--- src/common/bpcirq_pkg.sv ---
// shared constants for the two-port gpio block with change detection
package bpcirq_pkg;
   localparam int PORT_W = 8;
   localparam logic [31:0] ADDR_INTCTL = 32'h0000000B * 32'h4;
   localparam logic [31:0] ADDR_DIR3 = 32'h00000087 * 32'h4;
   localparam logic [31:0] ADDR_DATA2 = 32'h00000006 * 32'h4;
   localparam logic [31:0] ADDR_DIR2 = 32'h00000086 * 32'h4;
   localparam logic [31:0] ADDR_OPTION = 32'h00000081 * 32'h4;
   localparam logic [31:0] ADDR_DATA3 = 32'h00000007 * 32'h4;
   localparam logic [31:0] ADDR_PSEL3 = 32'h00000088 * 32'h4;
   localparam logic [31:0] ADDR_SLEEP = 32'h00000089 * 32'h4;
   localparam int OPT_PULLUP_N_BIT = 7;
   localparam int ICTL_FLAG_BIT = 0;
   localparam int ICTL_IE_BIT = 3;
   localparam int SLP_BIT = 0;
   localparam int CHG_LO = 4;
   localparam int CHG_HI = 7;
   localparam logic [7:0] DIR_RESET = 8'hFF;
   localparam logic [7:0] OPTION_RESET = 8'hFF;
   localparam logic [7:0] ZERO8 = 8'h00;
   localparam logic [1:0] RESP_OKAY = 2'h0;
   localparam logic [1:0] RESP_SLVERR = 2'h2;
endpackage

--- src/rtl/bpcirq_sync8.sv ---
// two-flop synchroniser for an eight-bit pin group
`timescale 1ns/1ps
module bpcirq_sync8 (
   // clock and reset
   input wire logic clk_i,
   input wire logic arst_n_i,
   // data
   input wire logic [7:0] d_i,
   output logic [7:0] q_o
);
   logic [7:0] meta_reg;
   always_ff @(posedge clk_i or negedge arst_n_i) begin
      if (!arst_n_i) begin
         meta_reg <= 8'h00;
         q_o <= 8'h00;
      end else begin
         meta_reg <= d_i;
         q_o <= meta_reg;
      end
   end
endmodule // bpcirq_sync8

--- src/rtl/bpcirq_top.sv ---
// two gpio ports, pull-ups, change detection and peripheral override
// Behaviour
// - second port direction one makes pin input, driver high impedance
// - second port direction zero drives the output latch onto the pin
// - second port has eight pins each with its own direction bit
// - option bit 7 low enables all second port pull-ups
// - pull-up is off on any pin configured as output
// - reset leaves pull-ups disabled
// - only input pins 7 to 4 take part in change detection
// - inputs compare against last-read latch; ORed mismatch sets flag bit 0
// - a port change event wakes the device from sleep
// - any read of second port data, or a write with byte lane 0 on, refreshes the latch
// - flag keeps setting while mismatch lasts, clear only holds afterwards
// - pin 0 shared with external interrupt, pin 1 with slave select
// - pin 2 shared with analog channel 8, pin 3 channel 9 and low-volt
// - third port is eight pins with the same direction encoding
// - enabled peripheral may force a third port pin to output or input
// - per-pin select picks port latch or peripheral data for the pin
// - peripheral output enable acts only while its select is active
//
// Our own choice: register access over AXI4-Lite.
`timescale 1ns/1ps
module bpcirq_top (
   // clock and reset
   input wire logic clk_i,
   input wire logic arst_n_i,
   // axi4-lite write address
   input wire logic [31:0] s_axi_awaddr,
   input wire logic s_axi_awvalid,
   output logic s_axi_awready,
   // axi4-lite write data
   input wire logic [31:0] s_axi_wdata,
   input wire logic [3:0] s_axi_wstrb,
   input wire logic s_axi_wvalid,
   output logic s_axi_wready,
   // axi4-lite write response
   output logic [1:0] s_axi_bresp,
   output logic s_axi_bvalid,
   input wire logic s_axi_bready,
   // axi4-lite read address
   input wire logic [31:0] s_axi_araddr,
   input wire logic s_axi_arvalid,
   output logic s_axi_arready,
   // axi4-lite read data
   output logic [31:0] s_axi_rdata,
   output logic [1:0] s_axi_rresp,
   output logic s_axi_rvalid,
   input wire logic s_axi_rready,
   // second port pins
   input wire logic [7:0] second_port_pin_i,
   output logic [7:0] second_port_pin_o,
   output logic [7:0] second_port_pin_oe_o,
   output logic [7:0] second_port_pullup_o,
   // second port shared functions
   output logic ext_irq_pin_o,
   output logic slave_select_pin_o,
   output logic analog_ch8_pin_o,
   output logic analog_ch9_lowvolt_pin_o,
   // third port pins
   input wire logic [7:0] third_port_pin_i,
   output logic [7:0] third_port_pin_o,
   output logic [7:0] third_port_pin_oe_o,
   // third port peripheral side
   input wire logic [7:0] periph_en_i,
   input wire logic [7:0] periph_force_out_i,
   input wire logic [7:0] periph_data_i,
   input wire logic [7:0] periph_oe_i,
   output logic [7:0] third_port_in_o,
   // power state
   output logic sleep_o,
   output logic wake_o
);
   logic [7:0] data2_reg, dir2_reg, option_reg, data3_reg, dir3_reg, psel3_reg;
   logic [7:0] last_read_reg;
   logic flag_reg, ie_reg, sleep_reg;
   logic [7:0] pin2_s, pin3_s;
   logic [31:0] awaddr_reg, wdata_reg, rdata_next;
   logic [3:0] wstrb_reg;
   logic aw_full_reg, w_full_reg;
   logic wr_go, rd_go, wr_hit, rd_hit;
   logic data2_touch, flag_clr;
   logic wr_data2, wr_dir2, wr_option, wr_data3, wr_dir3, wr_psel3, wr_intctl, wr_sleep;
   logic [3:0] chg_mis;
   logic mismatch;
   logic [7:0] dir3_eff;

   bpcirq_sync8 u_sync2 (
      .clk_i(clk_i),
      .arst_n_i(arst_n_i),
      .d_i(second_port_pin_i),
      .q_o(pin2_s)
   );
   bpcirq_sync8 u_sync3 (
      .clk_i(clk_i),
      .arst_n_i(arst_n_i),
      .d_i(third_port_pin_i),
      .q_o(pin3_s)
   );

   // write channel: address and data accepted in either order, held until response
   assign s_axi_awready = !aw_full_reg && !s_axi_bvalid;
   assign s_axi_wready = !w_full_reg && !s_axi_bvalid;
   assign wr_go = aw_full_reg && w_full_reg && !s_axi_bvalid;

   always_ff @(posedge clk_i or negedge arst_n_i) begin
      if (!arst_n_i) begin
         aw_full_reg <= 1'b0;
         w_full_reg <= 1'b0;
         awaddr_reg <= 32'h00000000;
         wdata_reg <= 32'h00000000;
         wstrb_reg <= 4'h0;
      end else begin
         if (s_axi_awvalid && s_axi_awready) begin
            aw_full_reg <= 1'b1;
            awaddr_reg <= s_axi_awaddr;
         end else if (wr_go) begin
            aw_full_reg <= 1'b0;
         end
         if (s_axi_wvalid && s_axi_wready) begin
            w_full_reg <= 1'b1;
            wdata_reg <= s_axi_wdata;
            wstrb_reg <= s_axi_wstrb;
         end else if (wr_go) begin
            w_full_reg <= 1'b0;
         end
      end
   end

   always_comb begin
      wr_hit = 1'b1;
      unique case ({awaddr_reg[31:2], 2'b00})
         bpcirq_pkg::ADDR_INTCTL, bpcirq_pkg::ADDR_DIR3, bpcirq_pkg::ADDR_DATA2,
         bpcirq_pkg::ADDR_DIR2, bpcirq_pkg::ADDR_OPTION, bpcirq_pkg::ADDR_DATA3,
         bpcirq_pkg::ADDR_PSEL3, bpcirq_pkg::ADDR_SLEEP: wr_hit = 1'b1;
         default: wr_hit = 1'b0;
      endcase
   end

   always_ff @(posedge clk_i or negedge arst_n_i) begin
      if (!arst_n_i) begin
         s_axi_bvalid <= 1'b0;
         s_axi_bresp <= bpcirq_pkg::RESP_OKAY;
      end else if (wr_go) begin
         s_axi_bvalid <= 1'b1;
         s_axi_bresp <= wr_hit ? bpcirq_pkg::RESP_OKAY : bpcirq_pkg::RESP_SLVERR;
      end else if (s_axi_bready) begin
         s_axi_bvalid <= 1'b0;
      end
   end

   // only byte lane 0 carries register data; a write with that lane off changes nothing
   always_comb begin
      wr_data2 = 1'b0;
      wr_dir2 = 1'b0;
      wr_option = 1'b0;
      wr_data3 = 1'b0;
      wr_dir3 = 1'b0;
      wr_psel3 = 1'b0;
      wr_intctl = 1'b0;
      wr_sleep = 1'b0;
      if (wr_go && wstrb_reg[0]) begin
         unique case ({awaddr_reg[31:2], 2'b00})
            bpcirq_pkg::ADDR_DATA2: wr_data2 = 1'b1;
            bpcirq_pkg::ADDR_DIR2: wr_dir2 = 1'b1;
            bpcirq_pkg::ADDR_OPTION: wr_option = 1'b1;
            bpcirq_pkg::ADDR_DATA3: wr_data3 = 1'b1;
            bpcirq_pkg::ADDR_DIR3: wr_dir3 = 1'b1;
            bpcirq_pkg::ADDR_PSEL3: wr_psel3 = 1'b1;
            bpcirq_pkg::ADDR_INTCTL: wr_intctl = 1'b1;
            bpcirq_pkg::ADDR_SLEEP: wr_sleep = 1'b1;
            default: wr_sleep = 1'b0;
         endcase
      end
   end

   // register writes, one block per register; only the low byte is stored
   always_ff @(posedge clk_i or negedge arst_n_i) begin
      if (!arst_n_i) begin
         data2_reg <= bpcirq_pkg::ZERO8;
      end else if (wr_data2) begin
         data2_reg <= wdata_reg[bpcirq_pkg::PORT_W-1:0];
      end
   end

   always_ff @(posedge clk_i or negedge arst_n_i) begin
      if (!arst_n_i) begin
         dir2_reg <= bpcirq_pkg::DIR_RESET;
      end else if (wr_dir2) begin
         dir2_reg <= wdata_reg[bpcirq_pkg::PORT_W-1:0];
      end
   end

   always_ff @(posedge clk_i or negedge arst_n_i) begin
      if (!arst_n_i) begin
         option_reg <= bpcirq_pkg::OPTION_RESET;
      end else if (wr_option) begin
         option_reg <= wdata_reg[bpcirq_pkg::PORT_W-1:0];
      end
   end

   always_ff @(posedge clk_i or negedge arst_n_i) begin
      if (!arst_n_i) begin
         data3_reg <= bpcirq_pkg::ZERO8;
      end else if (wr_data3) begin
         data3_reg <= wdata_reg[bpcirq_pkg::PORT_W-1:0];
      end
   end

   always_ff @(posedge clk_i or negedge arst_n_i) begin
      if (!arst_n_i) begin
         dir3_reg <= bpcirq_pkg::DIR_RESET;
      end else if (wr_dir3) begin
         dir3_reg <= wdata_reg[bpcirq_pkg::PORT_W-1:0];
      end
   end

   always_ff @(posedge clk_i or negedge arst_n_i) begin
      if (!arst_n_i) begin
         psel3_reg <= bpcirq_pkg::ZERO8;
      end else if (wr_psel3) begin
         psel3_reg <= wdata_reg[bpcirq_pkg::PORT_W-1:0];
      end
   end

   always_ff @(posedge clk_i or negedge arst_n_i) begin
      if (!arst_n_i) begin
         ie_reg <= 1'b0;
      end else if (wr_intctl) begin
         ie_reg <= wdata_reg[bpcirq_pkg::ICTL_IE_BIT];
      end
   end

   // read channel: one cycle from address to data
   assign s_axi_arready = !s_axi_rvalid;
   assign rd_go = s_axi_arvalid && s_axi_arready;

   always_comb begin
      rdata_next = 32'h00000000;
      rd_hit = 1'b1;
      unique case ({s_axi_araddr[31:2], 2'b00})
         bpcirq_pkg::ADDR_DATA2: rdata_next[7:0] = pin2_s;
         bpcirq_pkg::ADDR_DIR2: rdata_next[7:0] = dir2_reg;
         bpcirq_pkg::ADDR_OPTION: rdata_next[7:0] = option_reg;
         bpcirq_pkg::ADDR_DATA3: rdata_next[7:0] = pin3_s;
         bpcirq_pkg::ADDR_DIR3: rdata_next[7:0] = dir3_reg;
         bpcirq_pkg::ADDR_PSEL3: rdata_next[7:0] = psel3_reg;
         bpcirq_pkg::ADDR_SLEEP: rdata_next[bpcirq_pkg::SLP_BIT] = sleep_reg;
         bpcirq_pkg::ADDR_INTCTL: begin
            rdata_next[bpcirq_pkg::ICTL_FLAG_BIT] = flag_reg;
            rdata_next[bpcirq_pkg::ICTL_IE_BIT] = ie_reg;
         end
         default: rd_hit = 1'b0;
      endcase
   end

   always_ff @(posedge clk_i or negedge arst_n_i) begin
      if (!arst_n_i) begin
         s_axi_rvalid <= 1'b0;
         s_axi_rdata <= 32'h00000000;
         s_axi_rresp <= bpcirq_pkg::RESP_OKAY;
      end else if (rd_go) begin
         s_axi_rvalid <= 1'b1;
         s_axi_rdata <= rdata_next;
         s_axi_rresp <= rd_hit ? bpcirq_pkg::RESP_OKAY : bpcirq_pkg::RESP_SLVERR;
      end else if (s_axi_rready) begin
         s_axi_rvalid <= 1'b0;
      end
   end

   // change detection; polling the data register re-arms the latch and hides edges
   always_comb begin
      data2_touch = wr_data2;
      if (rd_go && ({s_axi_araddr[31:2], 2'b00} == bpcirq_pkg::ADDR_DATA2)) begin
         data2_touch = 1'b1;
      end
   end

   always_ff @(posedge clk_i or negedge arst_n_i) begin
      if (!arst_n_i) begin
         last_read_reg <= bpcirq_pkg::ZERO8;
      end else if (data2_touch) begin
         last_read_reg <= pin2_s;
      end
   end

   for (genvar i = bpcirq_pkg::CHG_LO; i <= bpcirq_pkg::CHG_HI; i++) begin : g_chg
      assign chg_mis[i - bpcirq_pkg::CHG_LO] =
         dir2_reg[i] && (pin2_s[i] != last_read_reg[i]);
   end
   assign mismatch = |chg_mis;

   always_comb begin
      flag_clr = 1'b0;
      if (wr_intctl && !wdata_reg[bpcirq_pkg::ICTL_FLAG_BIT]) begin
         flag_clr = 1'b1;
      end
   end

   // set wins over clear so a live mismatch re-asserts the flag
   always_ff @(posedge clk_i or negedge arst_n_i) begin
      if (!arst_n_i) begin
         flag_reg <= 1'b0;
      end else if (mismatch) begin
         flag_reg <= 1'b1;
      end else if (flag_clr) begin
         flag_reg <= 1'b0;
      end
   end

   // sleep entered by software, left on an enabled change event
   assign wake_o = flag_reg && ie_reg;
   always_ff @(posedge clk_i or negedge arst_n_i) begin
      if (!arst_n_i) begin
         sleep_reg <= 1'b0;
      end else if (wake_o) begin
         sleep_reg <= 1'b0;
      end else if (wr_sleep) begin
         sleep_reg <= wdata_reg[bpcirq_pkg::SLP_BIT];
      end
   end
   assign sleep_o = sleep_reg;

   // second port pin drive
   assign second_port_pin_o = data2_reg;
   assign second_port_pin_oe_o = ~dir2_reg;
   assign second_port_pullup_o =
      option_reg[bpcirq_pkg::OPT_PULLUP_N_BIT] ? 8'h00 : dir2_reg;
   assign ext_irq_pin_o = pin2_s[0];
   assign slave_select_pin_o = pin2_s[1];
   assign analog_ch8_pin_o = pin2_s[2];
   assign analog_ch9_lowvolt_pin_o = pin2_s[3];

   // third port: peripheral may override direction; data mux by select
   // read-modify-write of direction stores the override-free value, so it is safe here
   always_comb begin
      dir3_eff = dir3_reg;
      for (int i = 0; i < bpcirq_pkg::PORT_W; i++) begin
         if (periph_en_i[i]) begin
            dir3_eff[i] = !periph_force_out_i[i];
         end
      end
   end
   assign third_port_pin_o = (psel3_reg & periph_data_i) | (~psel3_reg & data3_reg);
   assign third_port_pin_oe_o = (~dir3_eff & ~psel3_reg)
      | (psel3_reg & periph_oe_i & ~dir3_eff);
   assign third_port_in_o = pin3_s;
endmodule // bpcirq_top

--- config.mk ---
export PLATFORM = sky130hd
export DESIGN_NAME = bpcirq_top
export DESIGN_NICKNAME = d
export VERILOG_FILES = /design/src/common/bpcirq_pkg.sv /design/src/rtl/bpcirq_sync8.sv /design/src/rtl/bpcirq_top.sv
export SDC_FILE = /design/constraint.sdc
export NUM_CORES = 1
export LEC_CHECK = 0
export BUFFER_PORTS_ARGS = -buffer_cell sky130_fd_sc_hd__buf_2
export CAP_MARGIN = 10
export CORE_MARGIN = 2
export CORE_UTILIZATION = 52
export DETAILED_ROUTE_END_ITERATION = 16
export PLACE_DENSITY = 0.85
export RECOVER_POWER = 25
export REMOVE_ABC_BUFFERS = 1
export SETUP_SLACK_MARGIN = 0.15
export SLEW_MARGIN = 10
export SYNTH_ARGS = -nofsm -noshare
export SYNTH_HDL_FRONTEND = slang
export SYNTH_SLANG_ARGS = --single-unit
--- constraint.sdc ---
create_clock -name clk_i -period 4.5 [get_ports clk_i]
set_clock_uncertainty 0.1 [all_clocks]
set_input_delay 1.35 -clock clk_i [delete_from_list [all_inputs] [get_ports clk_i]]
set_output_delay 1.35 -clock clk_i [all_outputs]
set_load 0.02 [all_outputs]
==> reports/qor.csv, run 1 <==
metric,value,unit
P_int,2.69,mW
core area,11600,sq um
leakage,3.80,nW
predominant post-synthesis flop cell,dfrtp_1,
ANT nets after route,0,
number of enable flip-flop cells after synthesis,0,
Tcrit/Tclk final,0.757,
number of cell rows,39,
Switch Pwr,1.09,mW
Hold EP,u_sync2.q_o[2],
cts repair resizes,0,
Critical-path top delay cell,buf_2,
Slew HR,-0.200,
CP Cell Sequence,buf_2 -> nor2_1 -> a21oi_1 -> a21oi_1 -> buf_2,
first-pass GRT wire length,24.1,mm
"CP delay by family, top",buffers and inverters,
clock sink count,140,
Die Ht,113,um
top cell type's share of synthesized area,0.467,
via count,4690,
crit path time final,3.41,ns
Hold Crit Start,u_sync2.meta_reg[2],
Area Growth Syn to Fin,25.8,%
critical path startpoint category,input pin,
failing checks,"max-capacitance violations, max-slew violations",
Post-Route Hold Slack,0.246,ns
vias in the first global route,4815,
Starting Density,0.538,
Cell Pwr Density,483,nW/um^2
# DRC,0,
Syn Area/Cell,12.4,sq um
WL final,15.4,mm
max reg flops,30,
dpl ws,1.01,ns
CTS buffer count,17,
Yosys reg bits,140,
postcts setup bufs,0,
H-tree depth,4,
nets,854,
WP data arrival,1.96,ns
Comb power frac,0.177,
routed vias/inst,5.49,
RR Endpoint,last_read_reg[5],
"Hold Violations, Final",0,
IO Count,250,
CP max FO,2,
DRT Pass-1 Iters,5,
worst reg2reg setup slack,1.70,ns
Register Area,3530,sq um
Hold Path Stages,0,
Net Sw Frac,0.289,
Worst setup EP type,primary output,
Clk pwr share,0.368,
Buf/Inv on CP,2,
"Async S/R FF share, synth",1.00,
Ys Warns,0,
post-synth top area cell,dfrtp_1,
synth top area cells,"dfrtp_1 (47%), mux2_2 (16%), dfstp_2 (10%), buf_4 (3.4%), nor2_1 (2.4%)",
maximum clock path buffer count,2,
Multi-input gate area,2430,sq um
largest net degree at the start of global routing,124,
final core utilization,0.677,
hpwl dp,11.8,mm
DR WL/cell,18.0,um
setup TNS,0,ns
Worst R2R Path Depth,5,
initial antenna violation count,1,
commonest cells in the netlist,"dfrtp_1 (116), mux2_2 (91), nor2_1 (40)",
reg2reg start,awaddr_reg[24],
die width,113,um
GRT overflow,0,
most frequent cell after synthesis,dfrtp_1,
layout cells sized above 1,0.494,
Cell variety after synth,48,
outcome,finished with violations,
Seq pwr share,0.454,
Fill cells,852,
PortBufs,192,
max incr delay on CP,0.20,ns
Clock Root Buffer,clkbuf_16,
Worst-Margin Slew,1.80,ns
Worst-path clk slew,0.06,ns
max-cap violation count,1,
global-route usage over all layers,0.244,
Hold Crit Class,reg2reg,
drt initial violations,296,
setup slack after layout,1.09,ns
Worst EP required,3.05,ns
Hold Buf Count CTS,0,
Die Area,12800,sq um
CP Depth,5,
Final setup viols,0,
post-synthesis sequential area ratio,0.568,
Max Slew Vio Count,32,
crit path kind,in2out,
GPL Wtd Cong,0.884,
Mapped Area,6220,sq um
clk_lat worst skew,0.41,ns
max frequency,0.294,GHz
Post-Synthesis Cells,501,
RSZ-0062 raised after global routing,false,
maximum VDD drop,0.314,mV
CTS tree,done,
power by group through the flow:
stage | Clock (mW) | Combinational (mW) | Sequential [mW]
global placement | 0 | 0.638 | 1.72
global route | 1.49 | 0.732 | 1.75
detailed placement | 0 | 0.674 | 1.74
floorplan | 0 | 0.430 | 1.69
finish | 1.39 | 0.670 | 1.72
CTS | 1.42 | 0.677 | 1.72
per-layer routing:
metal	vias to the layer above	routed length (um)	global-route usage
li1	2154	-	-
met1	2313	5740	0.277
met2	194	8200	0.440
met3	29	1030	0.0691
met4	0	436	0.0911
met5	-	0	0
how the worst max path moves through the flow:
stage	endpoint	start
floorplan	third_port_pin_oe_o[0]	periph_en_i[0]
global placement	third_port_pin_oe_o[1]	periph_en_i[1]
CTS	third_port_pin_oe_o[1]	periph_en_i[1]
finish	third_port_pin_oe_o[6]	periph_en_i[6]
global route	third_port_pin_oe_o[1]	periph_en_i[1]
detailed placement	s_axi_rdata[1]	s_axi_araddr[9]
area by class of cell:
class	instances	area share
clock inverter	14	0.0216
timing repair buffer	197	0.128
clock buffer	17	0.0544
tap	143	0.0229
multi-input combinational	322	0.311
antenna	1	0.000320
sequential	140	0.452
inverter	21	0.0101
cells by family after synthesis:
kind of cell	synth area share
other	0.000603
buffers and inverters	0.0555
AOI/OAI and AO/OA	0.0712
muxes	0.191
xor gates and xnor gates	0.00563
DFF	0.568
and+or+nand+nor	0.108
through the flow:
step	cell area [sq um]	cells	total power [mW]
after global placement	7230	823	2.36
after CTS	7820	854	3.82
final	7820	855	3.78
after global routing	7820	855	3.97
after detailed placement	7230	823	2.41
after floorplan	6040	483	2.12
placed cells by master, fill, tap and decap left out, types with 14 or more instances in the layout:
master / synthesis / layout
dfstp_2: 24 / 24
dfrtp_1: 116 / 116
buf_2: 0 / 190
mux2_2: 91 / 91
nor4_1: 14 / 14
nor2_1: 40 / 40
a21oi_1: 29 / 29
inv_1: 21 / 21
conb_1: 1 / 26
nand2_1: 17 / 17
clkbuf_16: 0 / 17
Power figures use the tool's default switching activity.
==> run 2, diff against run 1 <==
Settings changed: ABC_AREA set to 1, CORE_UTILIZATION 52 to 49, PLACE_DENSITY 0.85 to 0.8.
Clock period 4.5 ns to 3.4 ns, I/O delays scaled along.
==> run 2 against run 1 <==
  * The run now ends clean
  * Via count up 17%
  * Global-route usage fell by 1.7 points
  * Sequential cell count unchanged
  * Register-to-register slack lost 0.70 ns
  * Core utilization fell by 5.3 points
  * First-iteration DRC count is 3.4% higher
  * Sequential share of layout area shrank 2.2 points
  * Worst hold slack is essentially flat
  * Cell area rose by 5.1%
  * Clock power increased by 39%
  * Routed wire length up 1.4%
==> reports/qor.csv, run 2 <==
metric,value,unit,change
outcome,finished clean,,was finished with violations
Ys Warns,0,,unchanged
Die Ht,120,um,was 113 um
DRT Pass-1 Iters,5,,unchanged
"Hold Violations, Final",0,,unchanged
total power,5.01,mW,was 3.78 mW
initial antenna violation count,0,,was 1
nets,1087,,was 854
critical path startpoint category,input pin,,unchanged
first-pass GRT wire length,25.4,mm,was 24.1 mm
Clock Root Buffer,clkbuf_16,,unchanged
post-synth top area cell,dfrtp_1,,unchanged
GPL Wtd Cong,0.812,,was 0.884
top cell type's share of synthesized area,0.441,,was 0.467
RSZ-0062 raised after global routing,false,,unchanged
WL final,15.6,mm,was 15.4 mm
crit path time final,2.66,ns,
Worst-path clk slew,0.06,ns,about the same
CTS tree,done,,unchanged
Hold Crit Class,reg2reg,,unchanged
most frequent cells in the layout,"buf_2 (191), nand2_1 (131), dfrtp_1 (116)",,"was buf_2 (190), dfrtp_1 (116), mux2_2 (91)"
CP most frequent cell,buf_2,,
Die Area,14400,sq um,was 12800 sq um
Starting Density,0.499,,was 0.538
max frequency,0.377,GHz,
Worst setup EP type,primary output,,unchanged
largest net degree at the start of global routing,53,,was 124
maximum VDD drop,0.376,mV,was 0.314 mV
Register Area,3530,sq um,unchanged
PortBufs,192,,unchanged
Critical-path top delay cell,buf_2,,unchanged
Crit. Startpoint,periph_en_i[5],,was periph_en_i[6]
clock sink count,140,,unchanged
max reg flops,30,,unchanged
IO Count,250,,unchanged
Tcrit/Tclk final,0.781,,
clk_lat worst skew,0.42,ns,was 0.41 ns
most frequent cell after synthesis,nand2_1,,was dfrtp_1
global-route usage over all layers,0.227,,was 0.244
crit path kind,in2out,,unchanged
routed vias/inst,4.91,,was 5.49
Max Slew Vio Count,0,,was 32
reg2reg start,s_axi_bvalid,,was awaddr_reg[24]
maximum clock path buffer count,2,,unchanged
core area,13200,sq um,was 11600 sq um
setup TNS,0,ns,unchanged
Syn Area/Cell,8.98,sq um,was 12.4 sq um
hpwl dp,11.5,mm,was 11.8 mm
Multi-input gate area,2500,sq um,was 2430 sq um
vias in the first global route,5312,,was 4815
die width,120,um,was 113 um
CTS buffer count,17,,unchanged
"CP delay by family, top",buffers and inverters,,unchanged
Post-Synthesis Cells,733,,was 501
synth top area cells,"dfrtp_1 (44%), dfstp_2 (9.6%), nand2_1 (7.5%), nor2_1 (6.0%), inv_1 (4.3%)",,"was dfrtp_1 (47%), mux2_2 (16%), dfstp_2 (10%), buf_4 (3.4%), nor2_1 (2.4%)"
post-synthesis sequential area ratio,0.537,,was 0.568
# DRC,0,,unchanged
number of enable flip-flop cells after synthesis,0,,unchanged
layout cells sized above 1,0.345,,was 0.494
Yosys reg bits,140,,unchanged
commonest cells in the netlist,"nand2_1 (131), dfrtp_1 (116), nor2_1 (105)",,"was dfrtp_1 (116), mux2_2 (91), nor2_1 (40)"
max-cap violation count,0,,was 1
leakage,4.14,nW,was 3.80 nW
Buf/Inv on CP,3,,was 2
Worst EP required,2.28,ns,was 3.05 ns
Hold Crit Start,u_sync2.meta_reg[5],,was u_sync2.meta_reg[2]
cts repair resizes,0,,unchanged
postcts setup bufs,0,,unchanged
ANT nets after route,0,,unchanged
CP Cell Sequence,buf_2 -> inv_1 -> o22ai_1 -> a21oi_1 -> buf_2,,was buf_2 -> nor2_1 -> a21oi_1 -> a21oi_1 -> buf_2
CP max FO,2,,unchanged
"commonest non-fill, non-tap cell in the layout",buf_2,,unchanged
Final setup viols,0,,unchanged
Worst-Margin Slew,1.30,ns,was 1.80 ns
DR WL/cell,13.9,um,was 18.0 um
diode count,0,,was 1
max incr delay on CP,0.17,ns,was 0.20 ns
GRT overflow,0,,unchanged
number of cell rows,42,,was 39
H-tree depth,4,,unchanged
Fill cells,1139,,was 852
"Async S/R FF share, synth",1.00,,unchanged
predominant post-synthesis flop cell,dfrtp_1,,unchanged
Area Growth Syn to Fin,25.0,%,was 25.8%
Cell Pwr Density,609,nW/um^2,was 483 nW/um^2
via count,5505,,was 4690
Cell variety after synth,34,,was 48
Hold Buf Count CTS,0,,unchanged
WP data arrival,1.54,ns,was 1.96 ns
Slew HR,0.136,,was -0.200
Mapped Area,6580,sq um,was 6220 sq um
drt initial violations,306,,was 296
## run 2: cell count changes after synthesis, moves of 14 or more
cell | before | now
o21ai_1 | 0 | 24
mux2_2 | 91 | 24
o21ai_0 | 7 | 32
nand3_1 | 2 | 52
o21ai_2 | 0 | 19
nor2_1 | 40 | 105
nor4_1 | 14 | 0
nand2_1 | 17 | 131
inv_1 | 21 | 75
## run 2: final timing paths
path | cells past startpoint | endpoint | slack, ns
setup / recovery | 5 | third_port_pin_oe_o[5] | 0.74
hold / removal | 0 | u_sync2.q_o[5] | 0.25
setup reg to reg | 6 | psel3_reg[0] | 1.00
hold reg to reg | 0 | u_sync2.q_o[5] | 0.25
max in group asynchronous | 2 | dir3_reg[0] | 1.39
min in group asynchronous | 1 | u_sync2.meta_reg[6] | 0.79
## run 2: logic make-up after synthesis
logic type,count (synthesis),synth area share
buffers and inverters,123,0.0960
and+or+nand+nor,323,0.218
other,1,0.000570
DFF,140,0.537
AOI/OAI and AO/OA,122,0.107
muxes,24,0.0411
## run 2: worst reg2reg max path, stage by stage, from the launching register on
cell	delay, ns
dfrtp_1	0.42
nor3_1	0.59
nand2_4	0.19
inv_6	0.15
nand4_2	0.49
nand2_1	0.26
o21ai_2	0.07
## run 2: final cells by class
cell class	instances	share of cell area
tap	176	0.0268
clock inverter	6	0.00791
clock buffer	26	0.0699
multi-input combinational	495	0.304
timing repair buffer	200	0.126
sequential	140	0.430
inverter	78	0.0362
## run 2: layer usage
layer / GRT usage / vias to the layer above / wire (um)
li1: - / 2707 / -
met1: 0.286 / 2554 / 6590
met2: 0.376 / 218 / 7640
met3: 0.0575 / 26 / 1100
met4: 0.0934 / 0 / 313
met5: 0 / - / 0
## run 2: through the flow
stage	instance area, sq um	std cells	util	setup WS [ns]	hold WS [ns]
2_1_floorplan	6340	713	-	0.533	0.231
3_3_place_gp	7600	1089	0.576	0.759	0.232
3_5_place_dp	7600	1089	0.576	0.739	0.235
4_1_cts	8240	1121	0.625	0.735	0.248
5_1_grt	8220	1121	0.623	0.645	0.249
6_report	8220	1121	0.623	0.745	0.246
## run 2: report_power, final
| group | total (mW) | leakage, nW | switching [mW] | internal [mW] |
|---|---|---|---|---|
| Combinational | 0.976 | 2.16 | 0.624 | 0.352 |
| Sequential | 2.11 | 1.66 | 0.146 | 1.96 |
| Clock | 1.93 | 0.310 | 0.683 | 1.24 |
| Total | 5.01 | 4.14 | 1.45 | 3.55 |
==> run 3, diff against run 2 <==
Clock period 3.4 ns to 2.6 ns, I/O delays scaled along.
==> run 3 against run 2 <==
  * First-iteration DRC count up 0.33%
  * Critical path type is now reg2out
  * Cell count up 0.27%
  * Setup slack worse by 0.42 ns
  * Die area stayed put
  * Sequential share of layout area down 0.40 points
  * Routed wire length up 1.1%
  * Largest power group unchanged
  * Critical path depth shrank 3
  * Sequential power up 31%
  * Count of clock-buffer cells in the layout down 6
  * Cell area up 0.94%
  * Via count up 0.15%
  * Sequential cell count unchanged
==> reports/qor.csv, run 3 (synthesized netlist as in run 2, its figures left out) <==
metric,value,unit,change
setup slack after layout,0.320,ns,was 0.745 ns
critical path startpoint category,flop,,was input pin
cts repair resizes,0,,unchanged
max reg flops,30,,unchanged
clk_lat worst skew,0.42,ns,about the same
first-pass GRT wire length,25.3,mm,was 25.4 mm
most frequent cells in the layout,"buf_2 (191), nand2_1 (131), dfrtp_1 (116)",,unchanged
max frequency,0.439,GHz,
Cell Pwr Density,819,nW/um^2,was 609 nW/um^2
CTS tree,done,,unchanged
Worst-path clk slew,0.06,ns,about the same
CP max FO,4,,was 2
crit path time final,2.28,ns,
via count,5513,,was 5505
Starting Density,0.499,,unchanged
clock sink count,140,,unchanged
core area,13200,sq um,unchanged
total power,6.79,mW,was 5.01 mW
setup TNS,0,ns,unchanged
maximum VDD drop,0.535,mV,was 0.376 mV
global-route usage over all layers,0.228,,was 0.227
placed cell count,1092,,was 1089
GPL Wtd Cong,0.869,,was 0.812
WP data arrival,1.40,ns,was 1.54 ns
max-cap violation count,0,,unchanged
nets,1090,,was 1087
CTS buffer count,17,,unchanged
layout cells sized above 1,0.349,,was 0.345
Worst EP required,1.72,ns,was 2.28 ns
Die Area,14400,sq um,unchanged
H-tree depth,4,,unchanged
initial antenna violation count,0,,unchanged
hpwl dp,11.8,mm,was 11.5 mm
Hold Buf Count CTS,0,,unchanged
number of cell rows,42,,unchanged
"Hold Violations, Final",0,,unchanged
# DRC,0,,unchanged
Fill cells,1138,,was 1139
drt initial violations,307,,was 306
Clock Root Buffer,clkbuf_16,,unchanged
PortBufs,192,,unchanged
largest net degree at the start of global routing,57,,was 53
Worst setup EP type,primary output,,unchanged
GRT overflow,0,,unchanged
routed vias/inst,4.90,,was 4.91
DRT Pass-1 Iters,7,,was 5
ANT nets after route,0,,unchanged
leakage,4.18,nW,was 4.14 nW
RSZ-0062 raised after global routing,false,,unchanged
die width,120,um,unchanged
diode count,0,,unchanged
Post-Route Hold Slack,0.243,ns,was 0.246 ns
Die Ht,120,um,unchanged
maximum clock path buffer count,2,,unchanged
outcome,finished clean,,unchanged
Tcrit/Tclk final,0.877,,
IO Count,250,,unchanged
vias in the first global route,5343,,was 5312
Worst-Margin Slew,1.35,ns,was 1.30 ns
Final setup viols,0,,unchanged
crit path kind,reg2out,,was in2out
WL final,15.8,mm,was 15.6 mm
Hold Crit Class,reg2reg,,unchanged
dpl ws,0.270,ns,was 0.739 ns
postcts setup bufs,0,,unchanged
Max Slew Vio Count,0,,unchanged
"commonest non-fill, non-tap cell in the layout",buf_2,,unchanged
DR WL/cell,14.1,um,was 13.9 um
Area Growth Syn to Fin,26.1,%,was 25.0%
"Cell Count, Final, Fillers Out",1124,,was 1121
Slew HR,0.102,,was 0.136
[run 3: critical path, stage by stage, from the launching register on]
cell and delay (ns):
dfrtp_1 0.45, mux2_2 0.37, buf_2 0.16
[run 3: power by group]
group	internal (mW)	switching (mW)	leakage, nW
logic	0.473	0.833	2.18
clock network	1.84	0.887	0.330
registers	2.56	0.195	1.66
total	4.88	1.91	4.18
[run 3: final timing paths]
check	startpoint	end	slack [ns]	cells past startpoint
worst max-delay path	psel3_reg[4]	third_port_pin_o[4]	0.32	2
worst min-delay path	u_sync2.meta_reg[1]	u_sync2.q_o[1]	0.24	0
worst max register to register	awaddr_reg[17]	second_port_pin_o[6]	0.58	8
worst min register to register	u_sync2.meta_reg[1]	u_sync2.q_o[1]	0.24	0
max in group asynchronous	arst_n_i	awaddr_reg[6]	0.52	2
min in group asynchronous	arst_n_i	u_sync2.meta_reg[6]	0.56	1
[run 3: layer usage]
| metal | up-vias | track usage | wire [um] |
|---|---|---|---|
| met4 | 0 | 0.0897 | 298 |
| met2 | 219 | 0.375 | 7710 |
| met3 | 28 | 0.0642 | 1120 |
| li1 | 2722 | - | - |
| met5 | - | 0 | 0 |
| met1 | 2544 | 0.287 | 6680 |
[run 3: per-stage QoR]
step | utilization | area, sq um
after floorplan | - | 6340
after global placement | 0.580 | 7650
after detailed placement | 0.580 | 7650
after CTS | 0.631 | 8320
after global routing | 0.629 | 8300
final | 0.629 | 8300
[run 3: cell type report]
type	instances	area, sq um	area share
repair buffers	203	1070	0.128
clock inverters	12	216	0.0261
clock buffers	20	457	0.0550
flip-flops and latches	140	3530	0.426
inverters	78	298	0.0359
multi-input cells	495	2510	0.302
well taps	176	220	0.0265
